<file path="src/flr_pkg.sv">
/*
 * Shared constants and types for the flash lock, reset and counter command block.
 * Assumes a 20 MHz core clock and an SPI mode 0/3 controller on the far side.
 */
package flr_pkg;
  localparam int CLK_HZ = 20_000_000;
  localparam int LOCK_IDX_W = 8;
  localparam int LOCK_DEPTH = 256;
  localparam int NUM_COUNTERS = 4;
  localparam logic [7:0] OP_WRITE_ENABLE = 8'h06;
  localparam logic [7:0] OP_WRITE_DISABLE = 8'h04;
  localparam logic [7:0] OP_READ_LOCK = 8'h3D;
  localparam logic [7:0] OP_GLOBAL_LOCK = 8'h7E;
  localparam logic [7:0] OP_GLOBAL_UNLOCK = 8'h98;
  localparam logic [7:0] OP_RESET_ENABLE = 8'h66;
  localparam logic [7:0] OP_RESET = 8'h99;
  localparam logic [7:0] OP_REPLAY_PROTECTED_COUNTER = 8'h9B;
  localparam logic [7:0] EXT_ROOT_KEY = 8'h00;
  localparam logic [7:0] EXT_HMAC_UPDATE = 8'h01;
  localparam logic [7:0] ROOT_KEY_BYTES = 8'd64;
  localparam logic [7:0] HMAC_UPD_BYTES = 8'd40;
  localparam logic [7:0] KEY_FIRST_BYTE = 8'd4;
  localparam logic [7:0] KEY_LAST_BYTE = 8'd35;
  localparam logic [7:0] ADDR_LAST_BYTE = 8'd3;
  localparam logic [7:0] ALL_ONES_BYTE = 8'hFF;
  localparam logic [6:0] LOCK_BYTE_HI = 7'h00;
  // Counter status codes: one distinct code per outcome.
  localparam logic [7:0] ST_CODE_NONE = 8'h00;
  localparam logic [7:0] ST_CODE_OK = 8'h80;
  localparam logic [7:0] ST_CODE_ERR_SIZE = 8'h01;
  localparam logic [7:0] ST_CODE_ERR_ADDR = 8'h02;
  localparam logic [7:0] ST_CODE_ERR_STATE = 8'h04;
  localparam logic [7:0] ST_CODE_ERR_SIG = 8'h08;
  localparam logic [7:0] ST_CODE_ERR_CMD = 8'h10;
  // Reset recovery time and counter polling delay, in microseconds.
  localparam int T_RST_US = 30;
  localparam int T_POLL_US = 50;
  localparam int RST_CYCLES = T_RST_US * (CLK_HZ / 1_000_000);
  localparam int HUPD_CYCLES = 2 * T_POLL_US * (CLK_HZ / 1_000_000);
  localparam int TMR_W = 12;

  typedef struct packed {
    logic [7:0] cmd_type;
    logic [7:0] ctr_addr;
  } flr_replay_protected_counter_req_t;
endpackage : flr_pkg

</file>
<file path="src/flr_cmd_top.sv">
/*
 * SPI instruction handling for block locks, software reset and the first two
 * replay-protected counter commands. The pins are oversampled by the core clock.
 * Assumes the serial clock is well below a quarter of the core clock and that an
 * outside engine computes the keyed signatures and answers each request.
 */
`timescale 1ns/1ps
`default_nettype none
// Functional notes
// - Individual-protect select chooses lock bits; otherwise legacy protect fields decide.
// - Lock bits are volatile and all set after power-up or any reset.
// - Lock byte goes out MSB first on falling edges; LSB 1 means locked.
// - Opcode 7Eh alone sets every lock bit.
// - Opcode 98h alone clears every lock bit.
// - Global lock and unlock are ignored unless the write enable latch is set.
// - Accepted reset aborts work and clears volatile bits, latch, suspend, params, wrap; here only when idle: clears latch, sets all lock bits.
// - Reset needs 66h directly followed by 99h; anything else disarms it.
// - Reset takes 30 us and no command is accepted meanwhile.
// - Root key write checks 64-byte payload, address range, uninitialized root key.
// - Root key write needs the truncated 224-bit signature to match.
// - Successful root key write posts success in counter status.
// - Root key tracking state is written last on success.
// - All-ones key only initializes an uninitialized counter, tracked separately.
// - Root key write never alters an already-initialized counter.
// - After a real root key write, further root writes are rejected; key unreadable.
// - HMAC update checks 40-byte payload, range, initialized counter, signature.
// - HMAC update reports busy for twice the advertised polling delay.
// - Failed HMAC update is not done and its error is posted.
module flr_cmd_top
  import flr_pkg::*;
(
  input wire logic clk_in,
  input wire logic rst_n_in,
  input wire logic cs_n_in,
  input wire logic sclk_in,
  input wire logic serial_in,
  input wire logic individual_protect_select_in,
  input wire logic legacy_protect_in,
  input wire logic [LOCK_IDX_W-1:0] prot_block_in,
  input wire logic sig_done_in,
  input wire logic sig_match_in,
  output logic serial_out,
  output logic serial_oe_out,
  output logic write_enable_latch_out,
  output logic busy_out,
  output logic write_protected_out,
  output logic volatile_clear_out,
  output logic [7:0] replay_protected_counter_status_out,
  output flr_replay_protected_counter_req_t replay_protected_counter_req_out,
  output logic replay_protected_counter_req_valid_out,
  output logic counter_zero_out,
  output logic [NUM_COUNTERS-1:0] counter_initialized_state_out,
  output logic [NUM_COUNTERS-1:0] root_key_written_out,
  output logic [NUM_COUNTERS-1:0] hmac_key_valid_out
);
  typedef enum logic [1:0] {FS_IDLE, FS_WAIT_SIG, FS_HOLD, FS_RESET} flr_state_t;

  logic [2:0] sync1_q;
  logic [2:0] sync2_q;
  logic sclk_prev_q;
  logic cs_prev_q;
  logic [6:0] sh_q;
  logic [2:0] bit_cnt_q;
  logic [7:0] byte_cnt_q;
  logic [7:0] opcode_q;
  logic [7:0] ext_q;
  logic [7:0] ctr_addr_q;
  logic [LOCK_IDX_W-1:0] lock_addr_q;
  logic key_ones_q;
  logic ignore_q;
  logic rst_armed_q;
  logic [7:0] tx_q;
  logic tx_active_q;
  logic lock_bit;
  flr_state_t state_q;
  logic [TMR_W-1:0] tmr_q;
  logic sig_ok_q;
  logic hupd_q;
  logic set_all_q;
  logic clr_all_q;

  // Only the second synchroniser stage is read by the logic.
  wire cs_n_s = sync2_q[0];
  wire sclk_s = sync2_q[1];
  wire din_s = sync2_q[2];
  wire sclk_rise = sclk_s && !sclk_prev_q && !cs_n_s;
  wire sclk_fall = !sclk_s && sclk_prev_q && !cs_n_s;
  wire cs_fall = !cs_n_s && cs_prev_q;
  wire cs_rise = cs_n_s && !cs_prev_q;
  wire [7:0] byte_in = {sh_q, din_s};
  wire byte_done = sclk_rise && (bit_cnt_q == 3'd7);
  wire [7:0] byte_cnt_inc = (byte_cnt_q == 8'hFF) ? byte_cnt_q : byte_cnt_q + 8'd1;
  wire exact_op = (byte_cnt_q == 8'd1) && (bit_cnt_q == 3'd0);
  wire frame_ok = cs_rise && !ignore_q;
  wire ctr_in_range = ctr_addr_q < 8'(NUM_COUNTERS);
  wire [1:0] ctr_idx = ctr_addr_q[1:0];
  wire root_done = root_key_written_out[ctr_idx];
  wire mc_done = counter_initialized_state_out[ctr_idx];
  wire is_root = ext_q == EXT_ROOT_KEY;
  wire is_hupd = ext_q == EXT_HMAC_UPDATE;
  wire [7:0] want_bytes = is_root ? ROOT_KEY_BYTES : HMAC_UPD_BYTES;
  wire size_ok = (byte_cnt_q == want_bytes) && (bit_cnt_q == 3'd0);
  wire state_ok = is_root ? !root_done : mc_done;
  wire replay_protected_counter_frame = frame_ok && (opcode_q == OP_REPLAY_PROTECTED_COUNTER);
  wire [7:0] chk_code = !(is_root || is_hupd) ? ST_CODE_ERR_CMD :
                        !size_ok ? ST_CODE_ERR_SIZE :
                        !ctr_in_range ? ST_CODE_ERR_ADDR :
                        !state_ok ? ST_CODE_ERR_STATE : ST_CODE_NONE;
  wire do_glock = frame_ok && exact_op && opcode_q == OP_GLOBAL_LOCK && write_enable_latch_out;
  wire do_gunlock = frame_ok && exact_op && opcode_q == OP_GLOBAL_UNLOCK && write_enable_latch_out;
  wire do_reset = frame_ok && exact_op && opcode_q == OP_RESET && rst_armed_q;
  wire sig_fin = (state_q == FS_WAIT_SIG) && sig_done_in;
  wire hold_fin = (state_q == FS_HOLD) && (tmr_q == '0);
  wire root_commit = sig_fin && sig_match_in && !hupd_q;
  // Outside a lock query the read port follows the reported block again, so the
  // protect output does not stay stuck on the last queried address.
  wire rd_lock_sel = (opcode_q == OP_READ_LOCK) && !cs_n_s;
  wire [LOCK_IDX_W-1:0] mem_idx = rd_lock_sel ? lock_addr_q : prot_block_in;

  flr_lock_mem u_lock_mem (
    .clk_in(clk_in),
    .rst_n_in(rst_n_in),
    .set_all_in(set_all_q),
    .clr_all_in(clr_all_q),
    .rd_idx_in(mem_idx),
    .rd_bit_out(lock_bit)
  );

  always_ff @(posedge clk_in or negedge rst_n_in) begin
    if (!rst_n_in) begin
      sync1_q <= 3'b001;
      sync2_q <= 3'b001;
      sclk_prev_q <= 1'b0;
      cs_prev_q <= 1'b1;
    end else begin
      sync1_q <= {serial_in, sclk_in, cs_n_in};
      sync2_q <= sync1_q;
      sclk_prev_q <= sclk_s;
      cs_prev_q <= cs_n_s;
    end
  end

  // Instruction, address and payload capture on rising serial clock edges.
  always_ff @(posedge clk_in or negedge rst_n_in) begin
    if (!rst_n_in) begin
      sh_q <= 7'h00;
      bit_cnt_q <= 3'd0;
      byte_cnt_q <= 8'h00;
      opcode_q <= 8'h00;
      ext_q <= 8'h00;
      ctr_addr_q <= 8'h00;
      lock_addr_q <= '0;
      key_ones_q <= 1'b1;
      ignore_q <= 1'b0;
    end else if (cs_fall) begin
      bit_cnt_q <= 3'd0;
      byte_cnt_q <= 8'h00;
      opcode_q <= 8'h00;
      key_ones_q <= 1'b1;
      ignore_q <= busy_out;
    end else if (sclk_rise) begin
      sh_q <= byte_in[6:0];
      bit_cnt_q <= bit_cnt_q + 3'd1;
      if (byte_done) begin
        byte_cnt_q <= byte_cnt_inc;
        if (byte_cnt_q == 8'd0) begin
          opcode_q <= byte_in;
        end
        if (byte_cnt_q == 8'd1) begin
          ext_q <= byte_in;
          lock_addr_q <= byte_in[LOCK_IDX_W-1:0];
        end
        if (byte_cnt_q == 8'd2) begin
          ctr_addr_q <= byte_in;
        end
        if (byte_cnt_q >= KEY_FIRST_BYTE && byte_cnt_q <= KEY_LAST_BYTE
            && byte_in != ALL_ONES_BYTE) begin
          key_ones_q <= 1'b0;
        end
      end
    end
  end

  // Lock byte read-out on falling edges, repeated while chip select stays low.
  always_ff @(posedge clk_in or negedge rst_n_in) begin
    if (!rst_n_in) begin
      tx_q <= 8'h00;
      tx_active_q <= 1'b0;
      serial_out <= 1'b0;
      serial_oe_out <= 1'b0;
    end else if (cs_n_s) begin
      tx_active_q <= 1'b0;
      serial_oe_out <= 1'b0;
    end else if (byte_done && byte_cnt_q == ADDR_LAST_BYTE
                 && opcode_q == OP_READ_LOCK && !ignore_q) begin
      tx_q <= {LOCK_BYTE_HI, lock_bit};
      tx_active_q <= 1'b1;
    end else if (sclk_fall && tx_active_q) begin
      serial_out <= tx_q[7];
      serial_oe_out <= 1'b1;
      tx_q <= {tx_q[6:0], tx_q[7]};
    end
  end

  // Write enable latch, reset arming and global lock pulses.
  always_ff @(posedge clk_in or negedge rst_n_in) begin
    if (!rst_n_in) begin
      write_enable_latch_out <= 1'b0;
      rst_armed_q <= 1'b0;
      set_all_q <= 1'b0;
      clr_all_q <= 1'b0;
      volatile_clear_out <= 1'b0;
    end else begin
      set_all_q <= do_glock || do_reset;
      clr_all_q <= do_gunlock;
      volatile_clear_out <= do_reset;
      if (do_reset) begin
        write_enable_latch_out <= 1'b0;
      end else if (frame_ok && exact_op && opcode_q == OP_WRITE_ENABLE) begin
        write_enable_latch_out <= 1'b1;
      end else if (frame_ok && (opcode_q == OP_WRITE_DISABLE || do_glock || do_gunlock)) begin
        write_enable_latch_out <= 1'b0;
      end
      if (frame_ok && byte_cnt_q != 8'd0) begin
        rst_armed_q <= exact_op && opcode_q == OP_RESET_ENABLE;
      end
    end
  end

  // Command sequencing: signature wait, busy hold and reset recovery.
  always_ff @(posedge clk_in or negedge rst_n_in) begin
    if (!rst_n_in) begin
      state_q <= FS_IDLE;
      tmr_q <= '0;
      sig_ok_q <= 1'b0;
      hupd_q <= 1'b0;
      busy_out <= 1'b0;
      replay_protected_counter_status_out <= ST_CODE_NONE;
      replay_protected_counter_req_out <= '0;
      replay_protected_counter_req_valid_out <= 1'b0;
    end else begin
      replay_protected_counter_req_valid_out <= 1'b0;
      case (state_q)
        FS_IDLE: begin
          if (do_reset) begin
            state_q <= FS_RESET;
            tmr_q <= TMR_W'(RST_CYCLES - 1);
            busy_out <= 1'b1;
          end else if (replay_protected_counter_frame) begin
            if (chk_code != ST_CODE_NONE) begin
              replay_protected_counter_status_out <= chk_code;
            end else begin
              state_q <= FS_WAIT_SIG;
              hupd_q <= is_hupd;
              busy_out <= 1'b1;
              replay_protected_counter_req_out <= '{cmd_type: ext_q, ctr_addr: ctr_addr_q};
              replay_protected_counter_req_valid_out <= 1'b1;
              tmr_q <= TMR_W'(HUPD_CYCLES - 1);
            end
          end
        end
        FS_WAIT_SIG: begin
          if (tmr_q != '0) begin
            tmr_q <= tmr_q - TMR_W'(1);
          end
          if (sig_done_in) begin
            sig_ok_q <= sig_match_in;
            if (!sig_match_in) begin
              replay_protected_counter_status_out <= ST_CODE_ERR_SIG;
            end
            if (hupd_q) begin
              state_q <= FS_HOLD;
            end else begin
              state_q <= FS_IDLE;
              busy_out <= 1'b0;
              if (sig_match_in) begin
                replay_protected_counter_status_out <= ST_CODE_OK;
              end
            end
          end
        end
        FS_HOLD: begin
          if (hold_fin) begin
            state_q <= FS_IDLE;
            busy_out <= 1'b0;
            if (sig_ok_q) begin
              replay_protected_counter_status_out <= ST_CODE_OK;
            end
          end else begin
            tmr_q <= tmr_q - TMR_W'(1);
          end
        end
        FS_RESET: begin
          if (tmr_q == '0) begin
            state_q <= FS_IDLE;
            busy_out <= 1'b0;
          end else begin
            tmr_q <= tmr_q - TMR_W'(1);
          end
        end
        default: begin
          state_q <= FS_IDLE;
          busy_out <= 1'b0;
        end
      endcase
    end
  end

  // Counter tracking. The root key itself is never stored where an instruction reads it.
  always_ff @(posedge clk_in or negedge rst_n_in) begin
    if (!rst_n_in) begin
      root_key_written_out <= '0;
      counter_initialized_state_out <= '0;
      hmac_key_valid_out <= '0;
      counter_zero_out <= 1'b0;
      write_protected_out <= 1'b1;
    end else begin
      counter_zero_out <= 1'b0;
      if (root_commit && key_ones_q && !mc_done) begin
        counter_initialized_state_out[ctr_idx] <= 1'b1;
        counter_zero_out <= 1'b1;
      end
      if (root_commit && !key_ones_q) begin
        root_key_written_out[ctr_idx] <= 1'b1;
        if (!mc_done) begin
          counter_initialized_state_out[ctr_idx] <= 1'b1;
          counter_zero_out <= 1'b1;
        end
      end
      if (hold_fin && sig_ok_q) begin
        hmac_key_valid_out[ctr_idx] <= 1'b1;
      end
      write_protected_out <= individual_protect_select_in ? lock_bit : legacy_protect_in;
    end
  end
endmodule : flr_cmd_top
`default_nettype wire

</file>
<file path="src/flr_lock_mem.sv">
/*
 * Volatile per-block lock bits with global set and clear and a registered read port.
 * Assumes set and clear are one-cycle pulses from the same clock domain.
 */
`timescale 1ns/1ps
`default_nettype none
module flr_lock_mem
  import flr_pkg::*;
(
  input wire logic clk_in,
  input wire logic rst_n_in,
  input wire logic set_all_in,
  input wire logic clr_all_in,
  input wire logic [LOCK_IDX_W-1:0] rd_idx_in,
  output logic rd_bit_out
);
  logic [LOCK_DEPTH-1:0] lock_q;

  genvar gi;
  generate
    for (gi = 0; gi < LOCK_DEPTH; gi = gi + 1) begin : g_lock
      always_ff @(posedge clk_in or negedge rst_n_in) begin
        if (!rst_n_in) begin
          lock_q[gi] <= 1'b1;
        end else if (set_all_in) begin
          lock_q[gi] <= 1'b1;
        end else if (clr_all_in) begin
          lock_q[gi] <= 1'b0;
        end
      end
    end
  endgenerate

  always_ff @(posedge clk_in or negedge rst_n_in) begin
    if (!rst_n_in) begin
      rd_bit_out <= 1'b1;
    end else begin
      rd_bit_out <= lock_q[rd_idx_in];
    end
  end
endmodule : flr_lock_mem
`default_nettype wire

</file>
<file path="config.mk">
export PLATFORM = sky130hd
export DESIGN_NAME = flr_cmd_top
export DESIGN_NICKNAME = d
export VERILOG_FILES = /design/src/flr_pkg.sv /design/src/flr_cmd_top.sv /design/src/flr_lock_mem.sv
export SDC_FILE = /design/constraint.sdc
export NUM_CORES = 1
export LEC_CHECK = 0
export ABC_AREA = 0
export BUFFER_PORTS_ARGS = -buffer_cell sky130_fd_sc_hd__buf_2
export CORE_MARGIN = 2
export CORE_UTILIZATION = 45
export CTS_BUF_LIST = sky130_fd_sc_hd__clkbuf_2 sky130_fd_sc_hd__clkbuf_4 sky130_fd_sc_hd__clkbuf_8
export DETAILED_ROUTE_END_ITERATION = 8
export PLACE_DENSITY_LB_ADDON = 0.2
export SLEW_MARGIN = 5
export SYNTH_ARGS = -nofsm -noshare
export SYNTH_HDL_FRONTEND = slang
export SYNTH_SLANG_ARGS = --single-unit
</file>
<file path="constraint.sdc">
create_clock -name clk_in -period 2.71 [get_ports clk_in]
set_input_delay 0.4065 -clock clk_in [delete_from_list [all_inputs] [get_ports clk_in]]
set_output_delay 0.4065 -clock clk_in [all_outputs]
set_load 0.02 [all_outputs]
</file>
Word level (Yosys, flattened, before mapping)
Cells that the tools add are included.
W data, S select, Z words.
{"block": "word_totals", "reg_bits": 126, "in_bits": 17, "word_cells": 258, "output_inout_bits": 44}
{"block": "classes", "n_lt_le_gt_ge": 6, "n_eq_ne": 34, "reduce_logical": 84, "n_addsub": 3, "bitwise": 9, "n_mux": 85}
{"operator": "$mux W8", "count": 20}
{"operator": "$mux W12", "count": 6}
{"operator": "$pmux W12 S4", "count": 1}
{"operator": "$logic_and A1 B1 Y1", "count": 38}
{"operator": "$mux W1", "count": 34}
{"operator": "$eq A8 B8 Y1 const B", "count": 4}
{"operator": "$ne A2 B2 Y1 const B", "count": 12}
{"operator": "$pmux W8 S3", "count": 1}
{"operator": "$eq A8 B1 Y1 const B", "count": 2}
{"operator": "$eq A8 B2 Y1 const B", "count": 2}
{"operator": "$eq A8 B3 Y1 const B", "count": 2}
{"operator": "$eq A8 B7 Y1 const B", "count": 2}
{"operator": "$logic_not A8 Y1", "count": 2}
{"operator": "$or A4 B4 Y4", "count": 4}
{"operator": "$reduce_bool A2 Y1", "count": 8}
{"operator": "$reduce_bool A8 Y1", "count": 2}
{"operator": "$mux W3", "count": 5}
{"operator": "$mux W2", "count": 7}
{"operator": "$logic_not A12 Y1", "count": 1}
{"operator": "$mux W4", "count": 3}
{"operator": "$reduce_and A3 Y1", "count": 4}
{"operator": "$reduce_and A4 Y1", "count": 3}
{"operator": "$reduce_bool A12 Y1", "count": 1}
{"operator": "$sub A12 B1 Y12 const B", "count": 1}
{"operator": "33 further kinds", "count": 56}

Logic depth before layout (Yosys ltp)
{"block": "depth", "depth_word": 13, "ltp_mapped": 9, "depth_no_buf": 9}

Hierarchy
From an unflattened synthesis, not the netlist that was laid out.
{"block": "hier_totals", "hier_cells": 546, "area_unflattened_um2": 5967.0}
{"module": "flr_cmd_top", "seq_area_each_um2": 3109.2, "cells_each": 542, "area_per_inst_um2": 5903.2, "instances": 1}
{"module": "flr_lock_mem", "seq_area_each_um2": 52.6, "cells_each": 4, "area_per_inst_um2": 63.8, "instances": 1}

Worst setup path before layout
Ideal clock, no wire load.
{"block": "synth_timing", "path_kind": "reg-to-reg", "start": "reg lock_addr_q[5] (netlist name)", "end": "reg busy_out", "period_less_slack_ps": 2646, "arrival_ps": 2521, "setup_ps": 125, "n_path_buf": 0, "path_slack_ps": 64, "required_time_ps": 2585, "path_stages_with_launch": 7, "path_cell_list": "dfrtp_1 or4_4 or4_4 and2_4 o311a_4 nor3b_1 mux2_2"}
{"item": "end signal, assigned", "line_no": "flr_cmd_top.sv:237", "rtl": "busy_out <= 1'b0;"}
{"item": "end signal, assigned", "line_no": "flr_cmd_top.sv:248", "rtl": "busy_out <= 1'b1;"}
{"item": "end signal, assigned", "line_no": "flr_cmd_top.sv:255", "rtl": "busy_out <= 1'b1;"}
{"item": "end, declared", "line_no": "flr_cmd_top.sv:45", "rtl": "output logic busy_out,"}

==> impl_metrics.ini <==
[yosys]
avgSynthCellArea_um2 = 11.3
ys.flop_type = dfrtp_1
ys_seq_area_frac = 0.555
syn_area_mm2 = 0.00570
ys_ff_latch = 126
ys_async_sr_fraction = 1.00
netlist_instances = 505
syn_nets = 535
synth_cell_types = 63
synth_warnings = 0
synth_edf_count = 0

[clock_tree]
cts_made_buffers = 17
cts_root_buffer = clkbuf_8
clk_latency_ns = 0.44
h-tree-depth = 4
clk_path_buf_depth = 2
cts_tree = built
clk_pin_slew_ns = 0.08
clock-sinks = 126
cts_hold_buf = 0

[sta]
min_period_ns = 2.66
hold_viol_final = 0
drv_slew = 0
setup_viol = 0
clock.fmax_mhz = 377
worstMarginPinSlew_ns = 0.821
rsz0062_at_grt = true
relSlewSlack = 0.452
fin_worst_skew_ns = 0.0104
timing.final.crit_share = 0.980

[global_route]
grt_util_all_layers = 0.187
grt_pass1_vias = 4196
grt_overflow = 0
grt_max_degree = 62
grt_pass1_wl_um = 19600
antenna_found_initial = 0

[floorplan]
io_pins = 61
initial_core_util = 0.457
std_cell_rows = 41
fp.dieW_um = 117
die_area_mm2 = 0.0136
core_area_mm2 = 0.0125
die_height_um = 117

[routing]
drc_errors = 0
num_vias = 4116
viasPerCell = 5.29
drtIter0Drc = 322
wl_um = 11400
ant_nets = 0
dr.pass1.iters = 4
wl_per_cell_um = 14.7

[critical_path]
required_ns = 3.03
worstPathMaxFanout = 18
reg2reg_depth = 7
crit_arrival_ns = 2.98
critPathKind = reg -> reg
r2r_slack_ns = 0.05
endpoint = replay_protected_counter_req_out[0]
end_kind = register
start_kind = register
rr_startpoint = lock_addr_q[5]
crit_start = lock_addr_q[5]
r2r-end = replay_protected_counter_req_out[0]

[placed_design]
dp_cells = 745
portBuffers = 52
gp_congestion = 0.797
hpwl_um = 8040

[final_layout]
fillers = 1085
mostFrequentLayoutCell = dfrtp_1
syn_to_final_growth_pct = 20.6
drive_above_1_share = 0.307
n_antenna_cell = 0
nets = 623
mostFrequentLayoutCells = 119 x dfrtp_1, 51 x buf_2, 45 x nor2_1, 45 x nand2_1, 34 x buf_4
fin_cells = 778

[job]
maxCapViolations = 0

[worst_hold_path]
hold_path_class = in -> async

[power]
vdd_drop_max_mv = 0.355
total_power_mw = 3.90
power.leakage_nw = 3.47
power_density_mw_per_mm2 = 568

[outcome]
status = completed
timing repair:
| action | CTS | global route |
|---|---|---|
| pin swaps | 2 | 0 |
| resized for setup | 3 | 4 |
| endpoints found under the setup margin | 5 | 18 |
| setup buffers | 1 | 0 |
routing by layer:
| metal | GRT usage | wire length [um] | vias to the layer above | share of wire |
|---|---|---|---|---|
| met5 | 0 | 0 | - | 0 |
| met4 | 0.0810 | 177 | 0 | 0.015 |
| met3 | 0.0514 | 397 | 12 | 0.035 |
| met2 | 0.299 | 5520 | 70 | 0.48 |
| met1 | 0.240 | 5340 | 2055 | 0.47 |
| li1 | - | - | 1979 | - |
Yosys cell counts, types with 3 or more instances:
| library cell | instances | area [um2] |
|---|---|---|
| nor2b_1 | 7 | 43.8 |
| a22oi_1 | 3 | 22.5 |
| inv_1 | 23 | 86.3 |
| nor3_1 | 8 | 40.0 |
| nand2_1 | 45 | 169 |
| a21oi_1 | 12 | 60.1 |
| a22o_1 | 3 | 26.3 |
| mux2i_1 | 11 | 110 |
| a21o_1 | 12 | 90.1 |
| nor4b_1 | 6 | 52.6 |
| and2_1 | 16 | 100 |
| o21ai_0 | 21 | 105 |
| nand2b_1 | 4 | 25.0 |
| ha_1 | 13 | 163 |
| nor3b_1 | 5 | 37.5 |
| or3_1 | 3 | 18.8 |
| clkbuf_1 | 15 | 56.3 |
| nand3_1 | 5 | 25.0 |
| dfrtp_1 | 119 | 2980 |
| nand4_1 | 12 | 75.1 |
| xor2_1 | 4 | 35.0 |
| o31a_1 | 6 | 52.6 |
| nand3b_1 | 4 | 30.0 |
| o31ai_1 | 8 | 60.1 |
| a31o_2 | 4 | 35.0 |
| dfstp_2 | 7 | 184 |
| nor4_1 | 3 | 18.8 |
| a31oi_1 | 3 | 18.8 |
| mux2_2 | 32 | 360 |
| nor2_1 | 46 | 173 |
report_power, final:
| part | internal, mW | switching [mW] |
|---|---|---|
| registers | 1.92 | 0.0574 |
| clock network | 1.08 | 0.715 |
| logic | 0.0582 | 0.0707 |
sequential cells by signal, indices dropped and copies added, names as in the netlist, 2 cells and up:
register / count
tx_q: 8
ctr_addr_q: 8
sync2_q: 3
lock_addr_q: 8
bit_cnt_q: 3
opcode_q: 8
hmac_key_valid_out: 4
sync1_q: 3
replay_protected_counter_status_out: 8
state_q: 2
tmr_q: 12
byte_cnt_q: 8
counter_initialized_state_out: 4
root_key_written_out: 4
replay_protected_counter_req_out: 16
sh_q: 7
through the flow:
step           TNS [ns]  instance area [um2]   util  setup slack, ns  hold slack, ns
2_1_floorplan         0                 5700      -           0.0640           0.111
3_3_place_gp          0                 6380  0.512           0.0192           0.333
3_5_place_dp    -0.0123                 6380  0.512         -0.00876           0.336
4_1_cts               0                 6840  0.549           0.0358          0.0272
5_1_grt          -0.401                 6870  0.551          -0.0829          0.0296
6_report              0                 6870  0.551           0.0546          0.0588
worst min path at each step:
stage | from | end | slack (ns) | depth (start not counted)
floorplan | rst_n_in | bit_cnt_q[0] | 0.11 | 0
detailed placement | sync1_q[2] | sync2_q[2] | 0.34 | 0
CTS | cs_n_in | sync1_q[0] | 0.03 | 1
global placement | sync1_q[2] | sync2_q[2] | 0.33 | 0
global route | cs_n_in | sync1_q[0] | 0.03 | 1
finish | rst_n_in | tmr_q[9] | 0.06 | 1
critical path, cell delays in order (launching register included):
cell and delay, ns:
dfrtp_1 0.38, or4_4 0.54, or4_4 0.53, buf_4 0.15
a2111oi_2 0.36, nand2_1 0.10, buf_4 0.20, mux2_2 0.28
cells by family (layout without fill, tap and decap cells):
group           after synthesis  count (layout)  share of synthesized area
flops                       126             126                      0.555
simple gates                185             185                      0.176
compound gates               89              89                      0.112
mux                          45              45                     0.0905
xor+xnor                      6               6                    0.00923
fa+ha+maj                    13              13                     0.0286
buf+inv                      41             142                     0.0286
layout make-up:
type                       count  area [um2]  share of cell area
clock buffer                  21         283              0.0412
clock inverter                11         163              0.0237
inverter                      23        86.3              0.0126
multi-input combinational    338        2410               0.351
sequential                   126        3160               0.460
tap                          172         215              0.0313
timing repair buffer          87         551              0.0801
No activity file was read; power rests on OpenSTA's default activity.
